## config.mk

```make
export PLATFORM = sky130hd
export DESIGN_NAME = holdover_dac_tracking_control
export DESIGN_NICKNAME = d
export VERILOG_FILES = /design/src/design/holdover_dac_tracking_control.v /design/src/design/tracking_rate_tick.v
export VERILOG_INCLUDE_DIRS = /design/src /design/src/design
export SDC_FILE = /design/constraint.sdc
export NUM_CORES = 1
export LEC_CHECK = 0
export CAP_MARGIN = 20
export CELL_PAD_IN_SITES_DETAIL_PLACEMENT = 0
export CELL_PAD_IN_SITES_GLOBAL_PLACEMENT = 1
export CORE_ASPECT_RATIO = 0.75
export CORE_MARGIN = 2
export CORE_UTILIZATION = 49
export DETAILED_ROUTE_END_ITERATION = 6
export DONT_BUFFER_PORTS = 1
export PLACE_DENSITY = 0.83
export SETUP_SLACK_MARGIN = 0.5
export SLEW_MARGIN = 20
export SYNTH_ARGS = -nofsm -noshare
export SYNTH_HDL_FRONTEND = slang
export SYNTH_SLANG_ARGS = --single-unit
export TNS_END_PERCENT = 30
```

## constraint.sdc

```tcl
create_clock -name clk -period 6 [get_ports clk]
set_input_delay 0.3 -clock clk [delete_from_list [all_inputs] [get_ports clk]]
set_output_delay 0.3 -clock clk [all_outputs]
set_load 0.05 [all_outputs]
```

## src/design/holdover_consts.vh

```
`ifndef HOLDOVER_CONSTS_VH
`define HOLDOVER_CONSTS_VH

// ============================================================
// register offsets
`define ADDR_LOW_TRIP    9'h14d
`define ADDR_MULT_TRIP   9'h14e
`define ADDR_RATE_CNT    9'h14f
`define ADDR_SWITCH_CTL  9'h150
`define ADDR_EXIT_HI     9'h151
`define ADDR_EXIT_LO     9'h152
`define ADDR_AUX_CTL     9'h160
`define ADDR_IRQ_STAT    9'h161
`define ADDR_IRQ_CLR     9'h162
`define ADDR_IRQ_EN      9'h163
`define ADDR_DAC_HI      9'h164
`define ADDR_DAC_LO      9'h165
`define ADDR_STATE       9'h166

// ============================================================
// reset values
`define RST_LOW_TRIP     8'h00
`define RST_MULT_TRIP    8'h00
`define RST_RATE_CNT     8'h7f
`define RST_SWITCH_CTL   8'h00
`define RST_EXIT_HI      8'h02
`define RST_EXIT_LO      8'h00
`define RST_AUX_CTL      8'h00
`define RST_DAC_CODE     10'h200

// ============================================================
// write masks, reserved bits stay zero
`define MASK_TRIP        8'h3f
`define MASK_SWITCH_CTL  8'h7f
`define MASK_AUX_CTL     8'h0f
`define MASK_IRQ         8'h0f

// ============================================================
// field positions
`define MULT_HI          7
`define MULT_LO          6
`define TRIP_HI          5
`define BIT_FORCE        6
`define BIT_EXIT_POL     5
`define BIT_LOCK_SW      4
`define BIT_EXT_LOS      3
`define BIT_RAIL_DET     2
`define BIT_PUMP_TRI     1
`define BIT_HOLD_EN      0
`define BIT_TRACK_EN     0
`define BIT_MAN_EN       1
`define MAN_HI           3
`define MAN_LO           2
`define IRQ_SWITCH       0
`define IRQ_HOLD_IN      1
`define IRQ_HOLD_OUT     2
`define IRQ_RAIL         3

// ============================================================
// scale and timing
`define FULL_SCALE       11'h400
`define TRIP_SHIFT       4
`define SWITCH_TRI_CYC   8'h10

`endif

```

## src/design/holdover_dac_tracking_control.v

```verilog
// Implementation choice: strobed register access.
`timescale 1ns/100ps
`include "holdover_consts.vh"

module holdover_dac_tracking_control (
    // clock and reset
    input  wire        clk,
    input  wire        reset,
    // register port
    input  wire [8:0]  addr,
    input  wire [7:0]  wdata,
    input  wire        wr,
    input  wire        rd,
    output reg  [7:0]  rdata,
    // first loop
    input  wire        digital_lock_flag,
    input  wire        pd_valid,
    input  wire [9:0]  tune_code,
    // loss of signal sources
    input  wire [2:0]  internal_los,
    input  wire        input_select_pin0,
    input  wire        input_select_pin1,
    input  wire        status_pin1,
    // clock switch controls
    output reg  [1:0]  selected_input,
    output reg         holdover_active,
    output reg  [9:0]  dac_code,
    output reg         pump_tristate,
    output reg         dynamic_delay_enable,
    output reg         switch_event,
    output wire        irq
);

    // ============================================================
    // state codes
    localparam ST_NORMAL = 1'b0;
    localparam ST_HOLD   = 1'b1;

    // ============================================================
    // configuration and status registers
    reg  [7:0]  low_trip_reg;
    reg  [7:0]  mult_trip_reg;
    reg  [7:0]  rate_cnt_reg;
    reg  [7:0]  switch_ctl_reg;
    reg  [7:0]  exit_hi_reg;
    reg  [7:0]  exit_lo_reg;
    reg  [7:0]  aux_ctl_reg;
    reg  [7:0]  irq_stat_reg;
    reg  [7:0]  irq_en_reg;
    reg  [7:0]  irq_stat_next;
    reg  [7:0]  irq_set;
    reg  [7:0]  irq_clr;
    reg         state_reg;
    reg         state_next;
    reg         lock_d_reg;
    reg         rail_d_reg;
    reg  [13:0] exit_cnt_reg;
    reg  [7:0]  tri_cnt_reg;
    reg  [1:0]  sel_next;
    reg  [7:0]  rd_value;

    wire        tick;
    wire [2:0]  los_vec;
    wire        cur_los;
    wire        upper_hit;
    wire        lower_hit;
    wire        rail_hit;
    wire        rail_event;
    wire        lock_event;
    wire        sw_event;
    wire        forced;
    wire [1:0]  man_sel;
    wire [13:0] exit_count;
    wire        exit_done;
    wire        hold_exit;

    // ============================================================
    // helpers
    // trip span of code n is (n+1) steps of full scale / 64
    function [10:0] trip_span;
        input [5:0] n;
        begin
            trip_span = ({5'h00, n} + 11'h001) << `TRIP_SHIFT;
        end
    endfunction

    // loss flag of one input; code 3 never selected
    function pick_los;
        input [2:0] v;
        input [1:0] s;
        begin
            case (s)
                2'h0:    pick_los = v[0];
                2'h1:    pick_los = v[1];
                default: pick_los = v[2];
            endcase
        end
    endfunction

    // ============================================================
    // tracking update rate
    // multiplier code decoded inside the tick divider
    tracking_rate_tick #(
        .CNT_W      (22)
    ) u_rate (
        .clk        (clk),
        .reset      (reset),
        .mult_code  (mult_trip_reg[`MULT_HI:`MULT_LO]),
        .rate_count (rate_cnt_reg),
        .tick       (tick)
    );

    // ============================================================
    // loss status source
    // pins replace internal detectors
    assign los_vec = switch_ctl_reg[`BIT_EXT_LOS] ?
                     {status_pin1, input_select_pin1, input_select_pin0} : internal_los;
    assign cur_los = pick_los(los_vec, selected_input);

    // ============================================================
    // rail detection on the tuning level
    // upper level counted down from the top
    assign upper_hit = {1'b0, tune_code} >= (`FULL_SCALE - trip_span(mult_trip_reg[`TRIP_HI:0]));
    // lower level counted up from ground
    assign lower_hit = {1'b0, tune_code} <= trip_span(low_trip_reg[`TRIP_HI:0]);
    // gated by rail detect enable, edge only
    assign rail_hit   = switch_ctl_reg[`BIT_RAIL_DET] & (upper_hit | lower_hit);
    assign rail_event = rail_hit & ~rail_d_reg;

    // ============================================================
    // switch events
    // falling edge of loop lock
    assign lock_event = switch_ctl_reg[`BIT_LOCK_SW] & lock_d_reg & ~digital_lock_flag;
    assign sw_event   = lock_event | rail_event;

    assign forced  = aux_ctl_reg[`BIT_MAN_EN] & switch_ctl_reg[`BIT_FORCE];
    assign man_sel = (aux_ctl_reg[`MAN_HI:`MAN_LO] == 2'h3) ? 2'h2 : aux_ctl_reg[`MAN_HI:`MAN_LO];

    // ============================================================
    // holdover exit conditions
    assign exit_count = {exit_hi_reg[5:0], exit_lo_reg};
    assign exit_done  = exit_cnt_reg >= exit_count;
    // exit policy chooses loss status or lock detect
    assign hold_exit  = switch_ctl_reg[`BIT_EXIT_POL] ? (digital_lock_flag & exit_done) : ~cur_los;

    // next holdover state
    always @* begin
        state_next = state_reg;
        case (state_reg)
            ST_NORMAL: begin
                if (sw_event && switch_ctl_reg[`BIT_HOLD_EN]) begin
                    state_next = ST_HOLD;
                end
            end
            ST_HOLD: begin
                if (!switch_ctl_reg[`BIT_HOLD_EN] || hold_exit) begin
                    state_next = ST_NORMAL;
                end
            end
            default: state_next = ST_NORMAL;
        endcase
    end

    // next selected input: forced choice, else rotate on each event
    always @* begin
        sel_next = selected_input;
        if (forced) begin
            sel_next = man_sel;
        end else if (sw_event) begin
            sel_next = (selected_input >= 2'h2) ? 2'h0 : selected_input + 2'h1;
        end
    end

    // ============================================================
    // holdover state, input selection and event pulse
    always @(posedge clk) begin
        if (reset) begin
            state_reg            <= ST_NORMAL;
            holdover_active      <= 1'b0;
            selected_input       <= 2'h0;
            switch_event         <= 1'b0;
            lock_d_reg           <= 1'b0;
            rail_d_reg           <= 1'b0;
            dynamic_delay_enable <= 1'b1;
        end else begin
            state_reg            <= state_next;
            holdover_active      <= (state_next == ST_HOLD);
            selected_input       <= sel_next;
            switch_event         <= sw_event;
            lock_d_reg           <= digital_lock_flag;
            rail_d_reg           <= rail_hit;
            dynamic_delay_enable <= ~forced;
        end
    end

    // ============================================================
    // valid detector clock count for lock based exit
    always @(posedge clk) begin
        if (reset) begin
            exit_cnt_reg <= 14'h0000;
        end else if (state_reg != ST_HOLD || !digital_lock_flag) begin
            exit_cnt_reg <= 14'h0000;   // any lock drop restarts the count
        end else if (pd_valid && !exit_done) begin
            // count valid clocks up to the limit
            exit_cnt_reg <= exit_cnt_reg + 14'h0001;
        end
    end

    // ============================================================
    // charge pump tri-state window after each switch
    always @(posedge clk) begin
        if (reset) begin
            tri_cnt_reg   <= 8'h00;
            pump_tristate <= 1'b0;
        end else begin
            if (sw_event) begin
                tri_cnt_reg <= `SWITCH_TRI_CYC;
            end else if (tri_cnt_reg != 8'h00) begin
                tri_cnt_reg <= tri_cnt_reg - 8'h01;
            end
            pump_tristate <= switch_ctl_reg[`BIT_PUMP_TRI] & (sw_event | (tri_cnt_reg > 8'h01));
        end
    end

    // ============================================================
    // tracked DAC value, held frozen during holdover
    always @(posedge clk) begin
        if (reset) begin
            dac_code <= `RST_DAC_CODE;
        end else if (tick && aux_ctl_reg[`BIT_TRACK_EN] && digital_lock_flag && state_reg == ST_NORMAL) begin
            if (tune_code > dac_code) begin
                dac_code <= dac_code + 10'h001;
            end else if (tune_code < dac_code) begin
                dac_code <= dac_code - 10'h001;
            end
        end
    end

    // ============================================================
    // interrupt status: set wins over clear
    always @* begin
        irq_set = 8'h00;
        irq_set[`IRQ_SWITCH]   = sw_event;
        irq_set[`IRQ_HOLD_IN]  = (state_reg == ST_NORMAL) && (state_next == ST_HOLD);
        irq_set[`IRQ_HOLD_OUT] = (state_reg == ST_HOLD) && (state_next == ST_NORMAL);
        irq_set[`IRQ_RAIL]     = rail_event;
        irq_clr = (wr && addr == `ADDR_IRQ_CLR) ? (wdata & `MASK_IRQ) : 8'h00;
        irq_stat_next = (irq_stat_reg & ~irq_clr) | irq_set;
    end

    assign irq = |(irq_stat_reg & irq_en_reg);

    // ============================================================
    // register writes
    always @(posedge clk) begin
        if (reset) begin
            low_trip_reg   <= `RST_LOW_TRIP;
            mult_trip_reg  <= `RST_MULT_TRIP;
            rate_cnt_reg   <= `RST_RATE_CNT;
            switch_ctl_reg <= `RST_SWITCH_CTL;
            exit_hi_reg    <= `RST_EXIT_HI;
            exit_lo_reg    <= `RST_EXIT_LO;
            aux_ctl_reg    <= `RST_AUX_CTL;
            irq_en_reg     <= 8'h00;
            irq_stat_reg   <= 8'h00;
        end else begin
            irq_stat_reg <= irq_stat_next;
            if (wr) begin
                case (addr)
                    `ADDR_LOW_TRIP:   low_trip_reg   <= wdata & `MASK_TRIP;
                    `ADDR_MULT_TRIP:  mult_trip_reg  <= wdata;
                    `ADDR_RATE_CNT:   rate_cnt_reg   <= wdata;
                    `ADDR_SWITCH_CTL: switch_ctl_reg <= wdata & `MASK_SWITCH_CTL;
                    `ADDR_EXIT_HI:    exit_hi_reg    <= wdata & `MASK_TRIP;
                    `ADDR_EXIT_LO:    exit_lo_reg    <= wdata;
                    `ADDR_AUX_CTL:    aux_ctl_reg    <= wdata & `MASK_AUX_CTL;
                    `ADDR_IRQ_EN:     irq_en_reg     <= wdata & `MASK_IRQ;
                    default: ;
                endcase
            end
        end
    end

    // ============================================================
    // read mux; unmapped and write-only addresses read zero
    always @* begin
        case (addr)
            `ADDR_LOW_TRIP:   rd_value = low_trip_reg;
            `ADDR_MULT_TRIP:  rd_value = mult_trip_reg;
            `ADDR_RATE_CNT:   rd_value = rate_cnt_reg;
            `ADDR_SWITCH_CTL: rd_value = switch_ctl_reg;
            `ADDR_EXIT_HI:    rd_value = exit_hi_reg;
            `ADDR_EXIT_LO:    rd_value = exit_lo_reg;
            `ADDR_AUX_CTL:    rd_value = aux_ctl_reg;
            `ADDR_IRQ_STAT:   rd_value = irq_stat_reg;
            `ADDR_IRQ_EN:     rd_value = irq_en_reg;
            `ADDR_DAC_HI:     rd_value = {6'h00, dac_code[9:8]};
            `ADDR_DAC_LO:     rd_value = dac_code[7:0];
            `ADDR_STATE:      rd_value = {4'h0, cur_los, selected_input, holdover_active};
            default:          rd_value = 8'h00;
        endcase
    end

    // read data stands only in the cycle after the strobe
    always @(posedge clk) begin
        if (reset) begin
            rdata <= 8'h00;
        end else begin
            rdata <= rd ? rd_value : 8'h00;
        end
    end

endmodule // holdover_dac_tracking_control

```

## src/design/tracking_rate_tick.v

```verilog
`timescale 1ns/100ps
`include "holdover_consts.vh"

// ============================================================
// tracking update tick: one pulse every multiplier*count cycles
module tracking_rate_tick #(
    parameter CNT_W = 22
) (
    // clock and reset
    input  wire             clk,
    input  wire             reset,
    // rate settings
    input  wire [1:0]       mult_code,
    input  wire [7:0]       rate_count,
    // update pulse
    output reg              tick
);

    reg  [CNT_W-1:0] cnt_reg;
    wire [CNT_W-1:0] limit;

    // multiplier 4, 64, 1024, 16384 is 4 shifted by 4 per code
    function [CNT_W-1:0] mult_value;
        input [1:0] code;
        begin
            mult_value = {{(CNT_W-3){1'b0}}, 3'h4} << {code, 2'h0};
        end
    endfunction

    assign limit = mult_value(mult_code) * {{(CNT_W-8){1'b0}}, rate_count};

    // a count of zero stalls tracking rather than ticking every cycle
    always @(posedge clk) begin
        if (reset) begin
            cnt_reg <= {CNT_W{1'b0}};
            tick    <= 1'b0;
        end else if (limit == {CNT_W{1'b0}}) begin
            cnt_reg <= {CNT_W{1'b0}};
            tick    <= 1'b0;
        end else if (cnt_reg + 1'b1 >= limit) begin
            cnt_reg <= {CNT_W{1'b0}};   // >= also recovers after shrinking the period
            tick    <= 1'b1;
        end else begin
            cnt_reg <= cnt_reg + 1'b1;
            tick    <= 1'b0;
        end
    end

endmodule // tracking_rate_tick

```

Word level (Yosys, flattened, before mapping):

Index checks and enable logic that the tools add are counted.

* multiplexer cells: 17
* magnitude comparators: 8
* reduce and logical (&&, ||, !) cells: 34
* add/sub/neg operators: 9
* bitwise gates (word level): 21
* multipliers: 1
* shift operators: 1
* equality and inequality tests: 15

Operators by type and width (number)
* == test 9 bit, second input constant: 13
* one-hot mux 8 bit (12 select lines): 1
* adder 22 x 1 -> 22 bit, second input constant: 1
* >= comparator 22 bit: 1
* logical NOT 22 bit: 1
* multiplier 22 x 8 -> 22 bit: 1
* left shift 3 x 4 -> 22 bit, first input constant: 1
* 2-to-1 mux 10 bit: 2
* AND reduction 2 bit: 9
* adder 14 x 1 -> 14 bit, second input constant: 1
* adder 6 x 1 -> 7 bit, second input constant: 2
* >= comparator 14 bit: 1
* >= comparator 10 x 11 -> 1 bit: 1
* <= comparator 10 x 11 -> 1 bit: 1
* subtractor 11 bit, first input constant: 1
* adder 10 x 1 -> 10 bit, second input constant: 1
* > comparator 10 bit: 1
* < comparator 10 bit: 1
* 2-to-1 mux 5 bit: 2
* subtractor 10 x 1 -> 10 bit, second input constant: 1
* AND 8 x 4 -> 8 bit: 1
* AND 8 bit: 1
* > comparator 8 x 1 -> 1 bit, second input constant: 1
* logical AND 1 bit: 8
* other kinds (23): 52

* output and inout port bits: 25
* flip-flop bits (word level): 130
* logic and storage cells: 129
* input bits: 39

Depth between registers and ports, before layout:

* depth after elaboration: 13
* gate-level depth with buffers: 24
* gate-level depth less buffers: 21

Hierarchy:

A second synthesis with hierarchy kept.

* cells, all modules: 1071
* area, all modules: 9071.2 µm²

By module, submodules not included
* holdover_dac_tracking_control: seq. area each 2062.0 µm², area each 6127.1 µm², cells an instance 726, times used 1
* tracking_rate_tick: seq. area each 460.4 µm², area each 2944.1 µm², cells an instance 345, times used 1

Least setup slack after synthesis:

No wires, ideal clock.

* kind: reg-to-reg
* start: register mult_trip_reg[7]
* end: register u_rate.cnt_reg[17]
* data required time: 5.938 ns
* setup time: 0.062 ns
* buffers on the path: 2
* period minus slack after synthesis: 4.672 ns
* stages on the path, launching flop included: 24
* path slack: 1.328 ns
* arrival: 4.610 ns
* path through: dfxtp_1 > clkbuf_1 > nor2_1 > and2_1 > ha_1 > inv_1 > fa_1 > inv_1 > ha_1 > ha_1 > a31oi_4 > a221oi_1 > or2_2 > a31oi_1 > xnor2_1 > inv_1 > ha_1 > a21o_1 > a21oi_1 > o21ai_0 > a31oi_1 > o311ai_4 > buf_6 > nor2b_2

* longest elaborated chain between the ends: 4
* elaborated cells on any way between the ends: 5
* classes of those cells: mul: 1; order compare: 1; shift: 1; reduce/logical: 2

Ends and longest elaborated chain
* from (decl): line holdover_dac_tracking_control.v:42 `reg [7:0] mult_trip_reg;`
* from (signal assigned): line holdover_dac_tracking_control.v:258 `` mult_trip_reg <= `RST_MULT_TRIP; ``
* from (signal assigned): line holdover_dac_tracking_control.v:271 `` `ADDR_MULT_TRIP: mult_trip_reg <= wdata; ``
* left shift 3 x 4 -> 22 bit *: line tracking_rate_tick.v:26 `mult_value = {{(CNT_W-3){1'b0}}, 3'h4} << {code, 2'h0};`
* multiplier 22 x 8 -> 22 bit *: line tracking_rate_tick.v:30 `assign limit = mult_value(mult_code) * {{(CNT_W-8){1'b0}}, rate_count};`
* >= comparator 22 bit / logical NOT 22 bit (equally long branches): line tracking_rate_tick.v:40, tracking_rate_tick.v:37
* OR reduction 3 bit (no source line) *
* to (signal assigned): line tracking_rate_tick.v:35 `cnt_reg <= {CNT_W{1'b0}};`
* to (signal assigned): line tracking_rate_tick.v:41 `cnt_reg <= {CNT_W{1'b0}};`
* to (signal assigned): line tracking_rate_tick.v:44 `cnt_reg <= cnt_reg + 1'b1;`
* to (decl): line tracking_rate_tick.v:19 `reg [CNT_W-1:0] cnt_reg;`

Mark *: on every way between the ends. The rest lies on a longest branch, timed or not.
A chain may end at the register's enable or synchronous reset.

Final worst setup path:

* start: register mult_trip_reg[6]
* end: register u_rate.cnt_reg[2]

Same word-level chain as after synthesis.

==> key figures <==
Power and ir drop
  – Pwr Total: 2.179 mW
  – Pwr Density: 224.0 nW/um^2
  – Leakage: 3.939 nW
  – Peak supply drop: 0.1815 mV

Floorplan
  – IO Pins: 64
  – Row count: 42
  – Die Height: between 100 and 150 um
  – Starting Density: 50.07%
  – Core Box Area: 17660 sq um
  – Chip width: roughly 160 um
  – Die area: 19140 sq um

Setup path
  – Delay of the slowest cell on the worst path: 0.49 ns
  – Crit. End Element: flop
  – Crit path launch type: flop
  – Worst path required time: 6.36 ns
  – Internal reg-to-reg setup slack: 0.88 ns
  – Slowest CP cell: fa_1
  – Setup CP Type: reg -> reg
  – Crit path cell chain: nor2b_2 -> and2_1 -> ha_1 -> inv_1 -> fa_1 -> inv_1 -> ha_1 -> ha_1 -> nand2_1 -> o2111ai_1 -> a21oi_1 -> o41ai_1 -> xnor2_1 -> inv_1 -> ha_1 -> a21oi_1 -> o21ai_0 -> a31oi_1 -> o311ai_4 -> buf_4 -> nor2b_1
  – Critical R2R Launch: mult_trip_reg[6]
  – CP arrival: about 5.5 ns
  – Crit path top cell by count: ha_1
  – Worst-path fanout max: 22
  – Reg2Reg Capture Point: u_rate.cnt_reg[2]
  – Worst reg2reg path depth: 21

Global route
  – Total grt overflow: 0
  – First-pass GRT wire length: 38870 um
  – Initial antenna violation count: 0
  – Number of global-route vias before repair: 7106
  – Largest net degree at the start of global routing: 61
  – Total GRT Usage: about a quarter

Synthesis
  – Post-synthesis average cell area: 8.270 sq um
  – Yosys warnings: 0
  – Cell variety after synth: 75
  – Register bit total from synthesis: 126
  – Syn Inst Count: around 1.1k
  – Top FF cell, synth: dfxtp_1
  – Synth top area share: 28.53%
  – Post-synth EDFFs: 0
  – Async SR Flop Fraction: 0%
  – Mapped Area: 8841 sq um
  – Cell taking the most area after synthesis: dfxtp_1
  – Dominant cells by area after synthesis: dfxtp_1 29%, ha_1 15%, nand2_1 4.8%
  – Sequential cell area fraction in the yosys report: 28.53%
  – Syn Nets: 1217

Placed design
  – DP HPWL: around 18000 um
  – Number of buffers added on ports: 0
  – RePlAce Congestion: 0.8995

Final layout
  – Register area: 2525 sq um
  – Multi-input logic area: 5913 sq um
  – Syn-to-layout area delta: 10.01%
  – Layout fillers: 1674
  – Max reg flops: 22
  – Layout Nets: 1206
  – Layout cells sized above 1: between 8 and 9%

Clock tree
  – Worst-Skew Late Latency: 0.43 ns
  – CTS max path bufs: 2
  – CTS sink count: between 100 and 150
  – CTS H-tree lvls: 4
  – Worst-path clk slew: ~0.060 ns
  – TritonCTS clock tree: built
  – CTS buffer count: 17
  – Root buf cell: clkbuf_16

Detailed routing
  – DRC Markers: 0
  – Wire length per cell: 18.89 um
  – DR iter-0 viols: 781
  – Met2 wire length: 9112 um
  – Antenna-violating nets left: 0
  – Average vias per placed instance: 5.911
  – Met3 wire length: 2607 um
  – TritonRoute pass-1 iters: 5
  – Top sig layer: met4
  – Final Routed Wirelength: 24830 um
  – Met1 wire length: 12690 um
  – Via Count: about 7.8k

STA
  – Worst Tran Pin Value: 0.9860 ns
  – Clk_skew: 0.009947 ns
  – Hold Fails Final Rpt: 0
  – Fin Setup TNS: 0 ns
  – Unrepaired setup endpoints after global routing: false
  – Max-slew violations: 0
  – F_max: 195.3 MHz
  – Final setup viols: 0
  – Min cycle time layout: between 5 and 6 ns
  – Final cycle utilization of the critical path: between 80 and 90%
  – Normalized max-slew margin: between 30% and 40%

Hold path
  – Hold_sp: wdata[6]
  – Min-Delay Path Class: in -> reg
  – Hold path depth: 2
  – WHS Endpoint: mult_trip_reg[6]

Status
  – Outcome: finished, final reports clean

Run
  – Max-cap violations: 0
==> logic make-up after synthesis <==
kind of cell / after synthesis / share of synthesized area [%]
buffers and inverters: 105 / 4.727
AND/OR/NAND/NOR: 410 / 24.21
flip-flops: 126 / 28.53
multiplexers: 30 / 3.623
XOR/XNOR: 51 / 5.137
adder cells (fa/ha/maj): 109 / 15.77
AO/OA/AOI/OAI: 238 / 18.00
==> layout by cell type (no fill, tap or decap), drive strengths merged, types with 16 or more instances in the layout <==
| cell | instances |
|---|---|
| dfxtp | 126 |
| nand2 | 113 |
| ha | 105 |
| a21oi | 81 |
| nand3 | 74 |
| inv | 64 |
| nor2 | 64 |
| o21ai | 40 |
| xnor2 | 35 |
| nor2b | 30 |
| mux2i | 23 |
| and2 | 22 |
| clkbuf | 21 |
| and3 | 20 |
| nand2b | 16 |
| a21o | 16 |
| xor2 | 16 |
==> repair_timing <==
action / 4_1_cts / 5_1_grt
hold buffers: 2 / 0
gates resized for setup: 0 / 5
endpoints found under the setup margin: 0 / 22
setup buffers: 0 / 0
hold endpoints to repair: 60 / 0
==> through the flow <==
step	utilization, %	cells	area [sq um]	hold slack (ns)	setup WS [ns]
after floorplan	-	1069	8841	0.3903	1.328
after global placement	51.23	1279	9045	0.3757	0.7879
after detailed placement	51.23	1279	9045	0.3789	0.6839
after CTS	54.98	1313	9708	0.001514	0.6484
after global routing	55.07	1313	9723	0.01381	0.5210
final	55.08	1314	9726	0.008147	0.8803
==> critical path, delay by kind of cell (launching register included) <==
family | cells | cell delay, ns
fa+ha+maj | 5 | 1.48
flops | 1 | 0.45
compound gates | 7 | 1.59
xor+xnor | 1 | 0.28
buf+inv | 4 | 0.47
simple gates | 4 | 0.74
==> synthesized netlist by cell type (4+ instances only) <==
cell	n
a211oi_1	4
a21o_1	16
a21oi_1	81
a221oi_1	7
a22oi_1	15
a311oi_1	4
a31oi_1	5
and2_1	22
and3_1	20
clkbuf_1	39
dfxtp_1	126
fa_1	4
ha_1	105
inv_1	61
mux2_2	6
mux2i_1	23
nand2_1	113
nand2b_1	16
nand3_1	74
nand3b_1	8
nand4_1	15
nand4b_1	4
nor2_1	62
nor2b_1	12
nor2b_2	18
nor3_1	12
nor3b_1	5
o2111ai_1	4
o21a_1	11
o21ai_0	37
o21bai_1	4
o22ai_1	6
o31ai_1	5
o41ai_1	5
or3_1	6
or4_1	5
xnor2_1	35
xor2_1	15
==> worst max-delay path by stage <==
stage                          start                 end  slack, ns  depth (start not counted)
finish              mult_trip_reg[6]   u_rate.cnt_reg[2]       0.88                         21
global route        mult_trip_reg[6]   u_rate.cnt_reg[2]       0.52                         22
CTS                 mult_trip_reg[6]   u_rate.cnt_reg[2]       0.65                         22
detailed placement  mult_trip_reg[6]   u_rate.cnt_reg[8]       0.68                         22
global placement    mult_trip_reg[6]   u_rate.cnt_reg[2]       0.79                         22
floorplan           mult_trip_reg[7]  u_rate.cnt_reg[17]       1.33                         23
==> power breakdown <==
| part | leakage [nW] | internal, mW | switching, mW |
|---|---|---|---|
| Combinational | 2.63 | 0.0881 | 0.109 |
| Sequential | 1.02 | 0.862 | 0.0248 |
| Clock | 0.293 | 0.691 | 0.404 |
==> per-layer routing <==
| layer | vias up | GRT usage, % |
|---|---|---|
| met3 | 36 | 7.890 |
| met1 | 3622 | 39.89 |
| met4 | 0 | 6.989 |
| met2 | 283 | 33.89 |
| met5 | - | 0 |
| li1 | 3826 | - |
==> cell type report <==
cell class / count / area share [%]
clock inverter: 11 / 1.595
timing repair buffer: 14 / 1.312
sequential: 126 / 25.96
clock buffer: 21 / 4.837
inverter: 61 / 2.354
multi-input combinational: 838 / 60.80
antenna: 1 / 0.02573
tap: 242 / 3.113
No activity file was read; power rests on OpenSTA's default activity.
